[config.mk]
export PLATFORM = sky130hd
export DESIGN_NAME = aux_serial_port
export DESIGN_NICKNAME = d
export VERILOG_FILES = /design/src/aux_port_pkg.sv /design/src/link_sync.sv /design/src/marker_mem.sv /design/src/aux_serial_port.sv
export SDC_FILE = /design/constraint.sdc
export NUM_CORES = 2
export LEC_CHECK = 0
export BUFFER_PORTS_ARGS = -buffer_cell sky130_fd_sc_hd__buf_2
export CAP_MARGIN = 20
export CORE_UTILIZATION = 25
export DETAILED_ROUTE_END_ITERATION = 8
export MAX_ROUTING_LAYER = met4
export PLACE_DENSITY = 0.38
export SYNTH_ARGS = -nofsm -noshare
export SYNTH_HDL_FRONTEND = slang
export SYNTH_HIERARCHICAL = 1
export SYNTH_SLANG_ARGS = --single-unit
[constraint.sdc]
create_clock -name clk -period 13.83 [get_ports clk]
set_input_delay 2.0745 -clock clk [delete_from_list [all_inputs] [get_ports clk]]
set_output_delay 2.0745 -clock clk [all_outputs]
set_load 0.005 [all_outputs]
[src/aux_port_pkg.sv]
// Shared constants for the auxiliary serial data port
package aux_port_pkg;
   // ---------------------------------------------------------------
   // Clocking
   // ---------------------------------------------------------------
   localparam int unsigned CLK_HZ        = 25_000_000;
   localparam int unsigned INT_BIT_HZ    = 1_000_000;
   localparam int unsigned DIV_HALF_INT  = CLK_HZ / (2 * INT_BIT_HZ);
   localparam int          DIV_W         = 8;
   localparam logic [7:0]  DIV_HALF      = DIV_HALF_INT[7:0] - 8'h01;
   localparam int unsigned EXT_CLK_MAX_HZ = 50_000_000;

   // ---------------------------------------------------------------
   // Field widths
   // ---------------------------------------------------------------
   localparam int SYM_W    = 4;
   localparam int SLOT_W   = 8;
   localparam int FRAME_W  = 10;
   localparam int MARK_N   = 4;
   localparam int WAVE_AW  = 8;
   localparam int AUX_W    = 16;
   localparam int SYNC_LW  = 4;

   // ---------------------------------------------------------------
   // Link sync vector positions
   // ---------------------------------------------------------------
   localparam int LNK_CLK  = 0;
   localparam int LNK_DAT  = 1;
   localparam int LNK_SYM  = 2;
   localparam int LNK_STB  = 3;

   // ---------------------------------------------------------------
   // Reset values and generator taps
   // ---------------------------------------------------------------
   localparam logic [8:0]  PRBS_SEED  = 9'h1ff;
   localparam int          PRBS_TAP_A = 8;
   localparam int          PRBS_TAP_B = 4;
   localparam logic [SYM_W-1:0]   SYM_ONE   = 4'h1;
   localparam logic [FRAME_W-1:0] FRAME_ONE = 10'h001;
   localparam logic [WAVE_AW-1:0] WAVE_ONE  = 8'h01;
endpackage

[src/link_sync.sv]
// Three-stage input synchroniser with agreement filter
`timescale 1ns/1ps
module link_sync
   import aux_port_pkg::*;
#(
   parameter int W = 1
) (
   // Clock and reset
   input  wire logic         clk,
   input  wire logic         rst_n,
   // Asynchronous input and filtered level
   input  wire logic [W-1:0] din,
   output logic      [W-1:0] level
);
   logic [W-1:0] s1;
   logic [W-1:0] s2;
   logic [W-1:0] s3;
   logic [W-1:0] next_level;

   // Stage one feeds only stage two
   always_comb begin
      next_level = ((s2 ~^ s3) & s3) | ((s2 ^ s3) & level);
   end

   always_ff @(posedge clk or negedge rst_n) begin
      if (!rst_n) begin
         s1    <= '0;
         s2    <= '0;
         s3    <= '0;
         level <= '0;
      end else begin
         s1    <= din;
         s2    <= s1;
         s3    <= s2;
         level <= next_level;
      end
   end
endmodule

[src/marker_mem.sv]
// Per-point marker flag store with registered read
`timescale 1ns/1ps
module marker_mem
   import aux_port_pkg::*;
(
   // Clock
   input  wire logic               clk,
   // Write port
   input  wire logic               wr_en,
   input  wire logic [WAVE_AW-1:0] wr_addr,
   input  wire logic [MARK_N-1:0]  wr_data,
   // Read port
   input  wire logic [WAVE_AW-1:0] rd_addr,
   output logic      [MARK_N-1:0]  rd_data
);
   logic [MARK_N-1:0] mem [0:(1<<WAVE_AW)-1];

   always_ff @(posedge clk) begin
      if (wr_en) begin
         mem[wr_addr] <= wr_data;
      end
      rd_data <= mem[rd_addr];
   end
endmodule

[src/aux_serial_port.sv]
// Auxiliary serial data port: bit clock, data, sync, events, markers
`timescale 1ns/1ps
module aux_serial_port
   import aux_port_pkg::*;
(
   // Clock and reset
   input  wire logic                      clk,
   input  wire logic                      rstn,
   // Configuration
   input  wire logic                      ext_clk_sel,
   input  wire logic                      data_src_ext,
   input  wire logic                      gate_en,
   input  wire logic                      rt_mode,
   input  wire logic [SYM_W-1:0]          bits_per_sym,
   input  wire logic [SLOT_W-1:0]         slot_bits,
   input  wire logic [FRAME_W-1:0]        frame_bits,
   input  wire logic signed [SLOT_W:0]    event_offset,
   input  wire logic [MARK_N-1:0]         marker_rt_sel,
   input  wire logic [MARK_N-1:0]         marker_pol_neg,
   input  wire logic [MARK_N-1:0]         rt_marker,
   // Waveform marker load
   input  wire logic                      wave_wr_en,
   input  wire logic [WAVE_AW-1:0]        wave_wr_addr,
   input  wire logic [MARK_N-1:0]         wave_wr_data,
   // Link inputs
   input  wire logic                      data_clk_in,
   input  wire logic                      data_in,
   input  wire logic                      sym_sync_in,
   input  wire logic                      aux_strobe,
   input  wire logic [AUX_W-1:0]          aux_in,
   // Link outputs
   output logic                           data_clk_out,
   output logic                           data_out,
   output logic                           sym_sync_out,
   output logic                           event_out,
   output logic                           data_en_n,
   output logic [MARK_N-1:0]              marker_out,
   // Auxiliary word
   output logic [AUX_W-1:0]               aux_word,
   output logic                           aux_word_valid
);
   // ---------------------------------------------------------------
   // Reset release
   // ---------------------------------------------------------------
   logic rst_meta;
   logic rst_n;

   always_ff @(posedge clk or negedge rstn) begin
      if (!rstn) begin
         rst_meta <= 1'h0;
         rst_n    <= 1'h0;
      end else begin
         rst_meta <= 1'h1;
         rst_n    <= rst_meta;
      end
   end

   // ---------------------------------------------------------------
   // Input synchronisers
   // ---------------------------------------------------------------
   logic [SYNC_LW-1:0] lnk_lvl;
   logic [AUX_W-1:0]   aux_lvl;

   // Clock and data share equal latency, so the data level lines up with the edge
   link_sync #(.W(SYNC_LW)) u_lnk_sync (
      .clk   (clk),
      .rst_n (rst_n),
      .din   ({aux_strobe, sym_sync_in, data_in, data_clk_in}),
      .level (lnk_lvl)
   );

   link_sync #(.W(AUX_W)) u_aux_sync (
      .clk   (clk),
      .rst_n (rst_n),
      .din   (aux_in),
      .level (aux_lvl)
   );

   // ---------------------------------------------------------------
   // Event position within frame
   // ---------------------------------------------------------------
   function automatic logic [FRAME_W-1:0] event_pos(
      input logic signed [SLOT_W:0] off,
      input logic [SLOT_W-1:0]      slot,
      input logic [FRAME_W-1:0]     fbits
   );
      logic signed [FRAME_W+1:0] lim;
      logic signed [FRAME_W+1:0] o;
      logic signed [FRAME_W+1:0] p;
      lim = $signed({{(FRAME_W+2-SLOT_W){1'b0}}, slot});
      o   = (FRAME_W+2)'(off);
      if (o > lim) begin
         o = lim;
      end
      if (o < -lim) begin
         o = -lim;
      end
      p = (o < 0) ? o + $signed({2'b00, fbits}) : o;
      if (p >= $signed({2'b00, fbits})) begin
         p = '0;
      end
      return p[FRAME_W-1:0];
   endfunction

   // ---------------------------------------------------------------
   // Bit timing, data path and sync
   // ---------------------------------------------------------------
   logic                   clk_prev;
   logic                   stb_prev;
   logic [DIV_W-1:0]       div_cnt;
   logic [8:0]             prbs;
   logic                   ext_bit;
   logic                   ext_sym;
   logic [SYM_W-1:0]       sym_cnt;
   logic [FRAME_W-1:0]     bit_cnt;
   logic [WAVE_AW-1:0]     play_addr;

   logic                   next_clk_prev;
   logic                   next_stb_prev;
   logic [DIV_W-1:0]       next_div_cnt;
   logic                   next_data_clk_out;
   logic [8:0]             next_prbs;
   logic                   next_ext_bit;
   logic                   next_ext_sym;
   logic                   next_data_out;
   logic [SYM_W-1:0]       next_sym_cnt;
   logic                   next_sym_sync_out;
   logic [FRAME_W-1:0]     next_bit_cnt;
   logic                   next_event_out;
   logic                   next_data_en_n;
   logic [WAVE_AW-1:0]     next_play_addr;
   logic [AUX_W-1:0]       next_aux_word;
   logic                   next_aux_word_valid;

   logic ext_fall;
   logic ext_rise;
   logic div_tick;
   logic bit_tick;
   logic sym_edge;
   logic stb_rise;
   logic [SYM_W-1:0] sym_len;

   always_comb begin
      ext_fall = clk_prev & ~lnk_lvl[LNK_CLK];
      ext_rise = ~clk_prev & lnk_lvl[LNK_CLK];
      div_tick = (div_cnt == DIV_HALF);
      bit_tick = ext_clk_sel ? ext_rise : (div_tick & ~data_clk_out);
      stb_rise = ~stb_prev & lnk_lvl[LNK_STB];
      sym_len  = (bits_per_sym == '0) ? SYM_ONE : bits_per_sym;
      sym_edge = (sym_cnt == '0) | (ext_clk_sel & ext_sym);

      next_clk_prev       = lnk_lvl[LNK_CLK];
      next_stb_prev       = lnk_lvl[LNK_STB];
      next_div_cnt        = div_tick ? '0 : div_cnt + 8'h01;
      next_data_clk_out   = div_tick ? ~data_clk_out : data_clk_out;
      next_prbs           = prbs;
      next_ext_bit        = ext_bit;
      next_ext_sym        = ext_sym;
      next_data_out       = data_out;
      next_sym_cnt        = sym_cnt;
      next_sym_sync_out   = sym_sync_out;
      next_bit_cnt        = bit_cnt;
      next_event_out      = event_out;
      next_data_en_n      = data_en_n;
      next_play_addr      = play_addr;
      next_aux_word       = aux_word;
      next_aux_word_valid = 1'h0;

      if (ext_fall) begin
         next_ext_bit = lnk_lvl[LNK_DAT];
         next_ext_sym = lnk_lvl[LNK_SYM];
      end

      // Data, symbol sync, event and gate outputs advance at the start of a bit period
      if (bit_tick) begin
         next_prbs         = {prbs[7:0], prbs[PRBS_TAP_A] ^ prbs[PRBS_TAP_B]};
         next_data_out     = data_src_ext ? ext_bit : prbs[0];
         next_sym_sync_out = sym_edge;
         next_sym_cnt      = sym_edge ? sym_len - SYM_ONE : sym_cnt - SYM_ONE;
         next_bit_cnt      = (bit_cnt + FRAME_ONE >= frame_bits) ? '0 : bit_cnt + FRAME_ONE;
         next_event_out    = (bit_cnt == event_pos(event_offset, slot_bits, frame_bits));
         next_data_en_n    = ~(gate_en & data_src_ext
                               & (bit_cnt < {2'b00, slot_bits}));
         next_play_addr    = play_addr + WAVE_ONE;
      end

      if (rt_mode & stb_rise) begin
         next_aux_word       = aux_lvl;
         next_aux_word_valid = 1'h1;
      end
   end

   always_ff @(posedge clk or negedge rst_n) begin
      if (!rst_n) begin
         clk_prev       <= 1'h0;
         stb_prev       <= 1'h0;
         div_cnt        <= '0;
         data_clk_out   <= 1'h0;
         prbs           <= PRBS_SEED;
         ext_bit        <= 1'h0;
         ext_sym        <= 1'h0;
         data_out       <= 1'h0;
         sym_cnt        <= '0;
         sym_sync_out   <= 1'h0;
         bit_cnt        <= '0;
         event_out      <= 1'h0;
         data_en_n      <= 1'h1;
         play_addr      <= '0;
         aux_word       <= '0;
         aux_word_valid <= 1'h0;
      end else begin
         clk_prev       <= next_clk_prev;
         stb_prev       <= next_stb_prev;
         div_cnt        <= next_div_cnt;
         data_clk_out   <= next_data_clk_out;
         prbs           <= next_prbs;
         ext_bit        <= next_ext_bit;
         ext_sym        <= next_ext_sym;
         data_out       <= next_data_out;
         sym_cnt        <= next_sym_cnt;
         sym_sync_out   <= next_sym_sync_out;
         bit_cnt        <= next_bit_cnt;
         event_out      <= next_event_out;
         data_en_n      <= next_data_en_n;
         play_addr      <= next_play_addr;
         aux_word       <= next_aux_word;
         aux_word_valid <= next_aux_word_valid;
      end
   end

   // ---------------------------------------------------------------
   // Markers
   // ---------------------------------------------------------------
   logic [MARK_N-1:0] wave_flags;

   // Flags lag the play address by one cycle, far below one bit period
   marker_mem u_marker_mem (
      .clk     (clk),
      .wr_en   (wave_wr_en),
      .wr_addr (wave_wr_addr),
      .wr_data (wave_wr_data),
      .rd_addr (play_addr),
      .rd_data (wave_flags)
   );

   genvar gi;
   generate
      for (gi = 0; gi < MARK_N; gi++) begin : g_mark
         logic next_mark;
         always_comb begin
            next_mark = (marker_rt_sel[gi] ? rt_marker[gi] : wave_flags[gi])
                        ^ marker_pol_neg[gi];
         end
         always_ff @(posedge clk or negedge rst_n) begin
            if (!rst_n) begin
               marker_out[gi] <= 1'h0;
            end else begin
               marker_out[gi] <= next_mark;
            end
         end
         AST_MARKER: assert property (@(posedge clk) disable iff (!rst_n)
            1'b1 |=> marker_out[gi] == ($past(marker_rt_sel[gi]) ? $past(rt_marker[gi])
                                        : $past(wave_flags[gi])) ^ $past(marker_pol_neg[gi]))
            else $error("marker output mismatch");
         AST_POLARITY: assert property (@(posedge clk) disable iff (!rst_n)
            $rose(marker_pol_neg[gi]) && $stable(rt_marker[gi]) && marker_rt_sel[gi]
               && $stable(marker_rt_sel[gi]) |=> $changed(marker_out[gi]))
            else $error("polarity change not seen on marker");
      end
   endgenerate

   // ---------------------------------------------------------------
   // Checks
   // ---------------------------------------------------------------
   AST_CAPTURE: assert property (@(posedge clk) disable iff (!rst_n)
      ext_fall |=> ext_bit == $past(lnk_lvl[LNK_DAT]) && ext_sym == $past(lnk_lvl[LNK_SYM]))
      else $error("input not captured on falling edge");
   AST_HOLD: assert property (@(posedge clk) disable iff (!rst_n)
      !ext_fall |=> $stable(ext_bit))
      else $error("captured bit moved without falling edge");
   AST_DATA_SRC: assert property (@(posedge clk) disable iff (!rst_n)
      bit_tick |=> data_out == ($past(data_src_ext) ? $past(ext_bit) : $past(prbs[0])))
      else $error("data out source wrong");
   AST_CLK_OUT: assert property (@(posedge clk) disable iff (!rst_n)
      div_tick |=> data_clk_out != $past(data_clk_out) ##1 $stable(data_clk_out))
      else $error("bit clock out not toggling on divider");
   AST_SYM_WIDTH: assert property (@(posedge clk) disable iff (!rst_n)
      bit_tick && sym_sync_out && !sym_edge |=> !sym_sync_out)
      else $error("symbol sync wider than one bit");
   AST_SYM_STEADY: assert property (@(posedge clk) disable iff (!rst_n)
      !bit_tick |=> $stable(sym_sync_out))
      else $error("symbol sync moved mid bit");
   AST_GATE: assert property (@(posedge clk) disable iff (!rst_n)
      bit_tick && !(gate_en && data_src_ext) |=> data_en_n)
      else $error("gate enabled outside external data mode");
   AST_EVENT: assert property (@(posedge clk) disable iff (!rst_n)
      $rose(event_out) |-> $past(bit_tick)
         && $past(bit_cnt) == $past(event_pos(event_offset, slot_bits, frame_bits)))
      else $error("event pulse at wrong bit");
   AST_AUX: assert property (@(posedge clk) disable iff (!rst_n)
      rt_mode && stb_rise |=> aux_word_valid && aux_word == $past(aux_lvl) ##1 !aux_word_valid)
      else $error("aux word not captured on strobe");
endmodule

==> flow_metrics.py <==
metrics = {
    "place": {
        "port_buffers": 107,
        "gp_congestion": 0.7964,
        "hpwlAfterDp_microns": 83590,
        "placed_cells": 5389,
        "dpl_cell_area_sq_mm": 0.05221,
    },
    "timing": {
        "slew_viol_final": 0,
        "period_share": 0.7524,
        "max_freq_mhz": 96.10,
        "grt_setup_unrepaired": "no",
        "fin_crit_ns": 10.41,
        "skew_ns": 0.03129,
        "holdWs_ns": 0.1745,
        "final_hold_viol_count": 0,
        "tns_ns": 0,
        "tightest_slew_ns": 1.129,
        "slew-limit-headroom": 0.2464,
        "setup_violations": 0,
    },
    "setup_path": {
        "critical_path_class": "input pin to flip-flop",
        "cp.arrival_ns": 11.06,
        "critPathLaunchType": "input pin",
        "crit_path_max_fanout": 18,
        "slowest_stage": "and3_1",
        "required_ns": 14.49,
        "cpPeakStageDelay_ns": 0.69,
        "end_kind": "flip-flop",
    },
    "logic_synthesis": {
        "yosysWarnings": 6,
        "synth-seq-area-share": 0.7088,
        "netlist_instances": 2866,
        "synth_ff_type": "edfxtp_1",
        "yosysTopAreaCellShare": 0.6295,
        "synthArstFlopShare": 0.1281,
        "synth_edf_count": 1024,
        "synth_area_per_cell_sq_um": 17.04,
        "syn_nets": 3029,
        "netlist_top_cells_area": "edfxtp_1 (63%), mux4_2 (12%), dfrtp_1 (7.2%)",
        "syn_area_sq_mm": 0.04884,
        "yosysTopAreaCell": "edfxtp_1",
        "synth-seq-cells": 1179,
        "synth.distinct_cells": 85,
    },
    "layout": {
        "layout-drive-gt1-share": 0.2059,
        "fin_cells": 5657,
        "area_growth_pct": 16.06,
        "nets": 3169,
        "fillers": 19220,
        "final_common_cell": "edfxtp_1",
        "stdcell_area_sq_mm": 0.05669,
        "mostFrequentLayoutCells": "edfxtp_1 (1024), nor2_1 (339), mux4_2 (250)",
    },
    "cts": {
        "post_cts_buffers": 0,
        "clock_latency_ns": 0.77,
        "htree_levels": 4,
        "clk_pin_slew_ns": 0.06,
        "cts_tree": "built",
        "cts_resized": 0,
        "clock_path_buffers": 3,
        "numCtsBuffers": 139,
        "root_buffer": "clkbuf_16",
        "cts_hold_buffers": 0,
        "cts_sinks": 1179,
    },
    "die": {
        "die_h_microns": 444.0,
        "die_x_microns": 444.0,
        "start_util": 0.2526,
        "die_area_sq_mm": 0.1971,
        "io_pins": 108,
        "core_sq_mm": 0.1934,
        "rows": 161,
    },
    "global_routing": {
        "grt_usage": 0.1406,
        "antenna_found_initial": 13,
        "grt_pass1_vias": 27100,
        "grt_overflow": 0,
        "grt_max_degree": 117,
        "grt_pass1_wl_microns": 196300,
    },
    "drt": {
        "drtAntennaViolNets": 0,
        "dr_total_vias": 25860,
        "wl_per_cell_microns": 23.87,
        "drc": 0,
        "drt-total-wl_microns": 135100,
        "viasPerCell": 4.572,
        "drt_iter0_markers": 1966,
        "firstDrtPassIters": 5,
    },
    "power_and_ir_drop": {
        "power.total_mw": 9.799,
        "ir_worst_vdd_uv": 122.5,
        "p_per_area_mw_per_mm2": 172.9,
        "power_leakage_nw": 18.62,
    },
    "flow_run": {
        "drv_cap": 0,
    },
    "hold_path": {
        "hp-class": "flip-flop to asynchronous set/reset pin",
    },
    "outcome": {
        "run_status": "finished clean",
    },
}
==> critical path: cells and delay by family <==
kind | cells | cell delay [ns]
simple gates | 8 | 2.19
fa+ha+maj | 4 | 1.38
buf+inv | 3 | 0.32
compound gates | 20 | 5.10
==> per-layer routing <==
metal  vias to the layer above  GRT usage  wire, microns
met5                         -          -              0
met4                         0    0.03251           2347
met3                       162    0.02596           5898
met2                       541     0.2266          65960
met1                     13550     0.1833          60850
li1                      11610          -              -
==> cell usage after synthesis (all sizes together), types with 5 or more instances <==
cell type	instances
edfxtp	1024
nor2	339
mux4	250
nand2	182
dfrtp	141
clkbuf	87
ha	80
mux2i	75
buf	67
nand3	52
a21oi	49
o21ai	46
inv	37
xnor2	33
a21o	32
a22oi	32
nand4	31
nor2b	31
nor3	23
o211ai	22
nand2b	20
a2111oi	13
a211oi	13
a31oi	13
mux2	13
nor4	13
o22ai	13
and3	11
a221oi	10
dfstp	10
o221ai	9
xor2	8
and2	7
nor4b	6
a211o	5
and4	5
nand3b	5
o21a	5
o21bai	5
or2	5
==> registers in the layout, summed over array words and instances (netlist names), 9 cells and up <==
register,count
u_aux_sync/s1,16
bit_cnt,10
u_aux_sync/level,16
u_aux_sync/s3,16
u_marker_mem/mem,1024
u_aux_sync/s2,16
aux_word,16
prbs,9
==> logic make-up after synthesis <==
family / Yosys count / share of synthesized area
flip-flops: 1179 / 0.7088
AND/OR/NAND/NOR: 740 / 0.06773
multiplexers: 338 / 0.1336
AO/OA/AOI/OAI: 292 / 0.04173
buffers and inverters: 193 / 0.01931
adder cells (fa/ha/maj): 81 / 0.02090
XOR/XNOR: 42 / 0.007813
other: 1 / 0.00007677
==> power breakdown <==
part	leakage (nW)	switching, mW	internal, mW
combinational	5.40	1.16	0.981
clock	2.16	1.49	2.07
sequential	11.1	0.147	3.94
==> path summary, 6_finish.rpt <==
kind                             startpoint                       to  slack, ns  cells after the start
max                            slot_bits[4]                event_out       3.42                     35
min                                   rst_n     u_aux_sync/level[11]       0.17                      0
max reg2reg                    play_addr[0]  u_marker_mem/rd_data[3]       8.75                      8
min reg2reg                           rst_n     u_aux_sync/level[11]       0.17                      0
max in group asynchronous             rst_n             play_addr[2]      12.33                      1
min in group clk           u_aux_sync/s1[6]         u_aux_sync/s2[6]       0.35                      0
==> metrics by stage <==
step                        util  setup slack, ns
after global routing      0.2931            2.440
final                     0.2931            3.425
after detailed placement  0.2700            2.078
after CTS                 0.2929            2.857
after floorplan                -            4.122
after global placement    0.2699            2.124
==> area by class of cell <==
cell class	instances	area, sq um	share of cell area
Multi-Input combinational cell	1494	13320	0.2349
Inverter	39	146.4	0.002582
Sequential cell	1179	34640	0.6111
Antenna cell	8	20.02	0.0003532
Timing Repair Buffer	153	965.9	0.01704
Clock inverter	74	641.9	0.01132
Tap cell	2526	3161	0.05575
Clock buffer	184	3794	0.06692
Note: power is estimated with default switching activity, not from simulation.
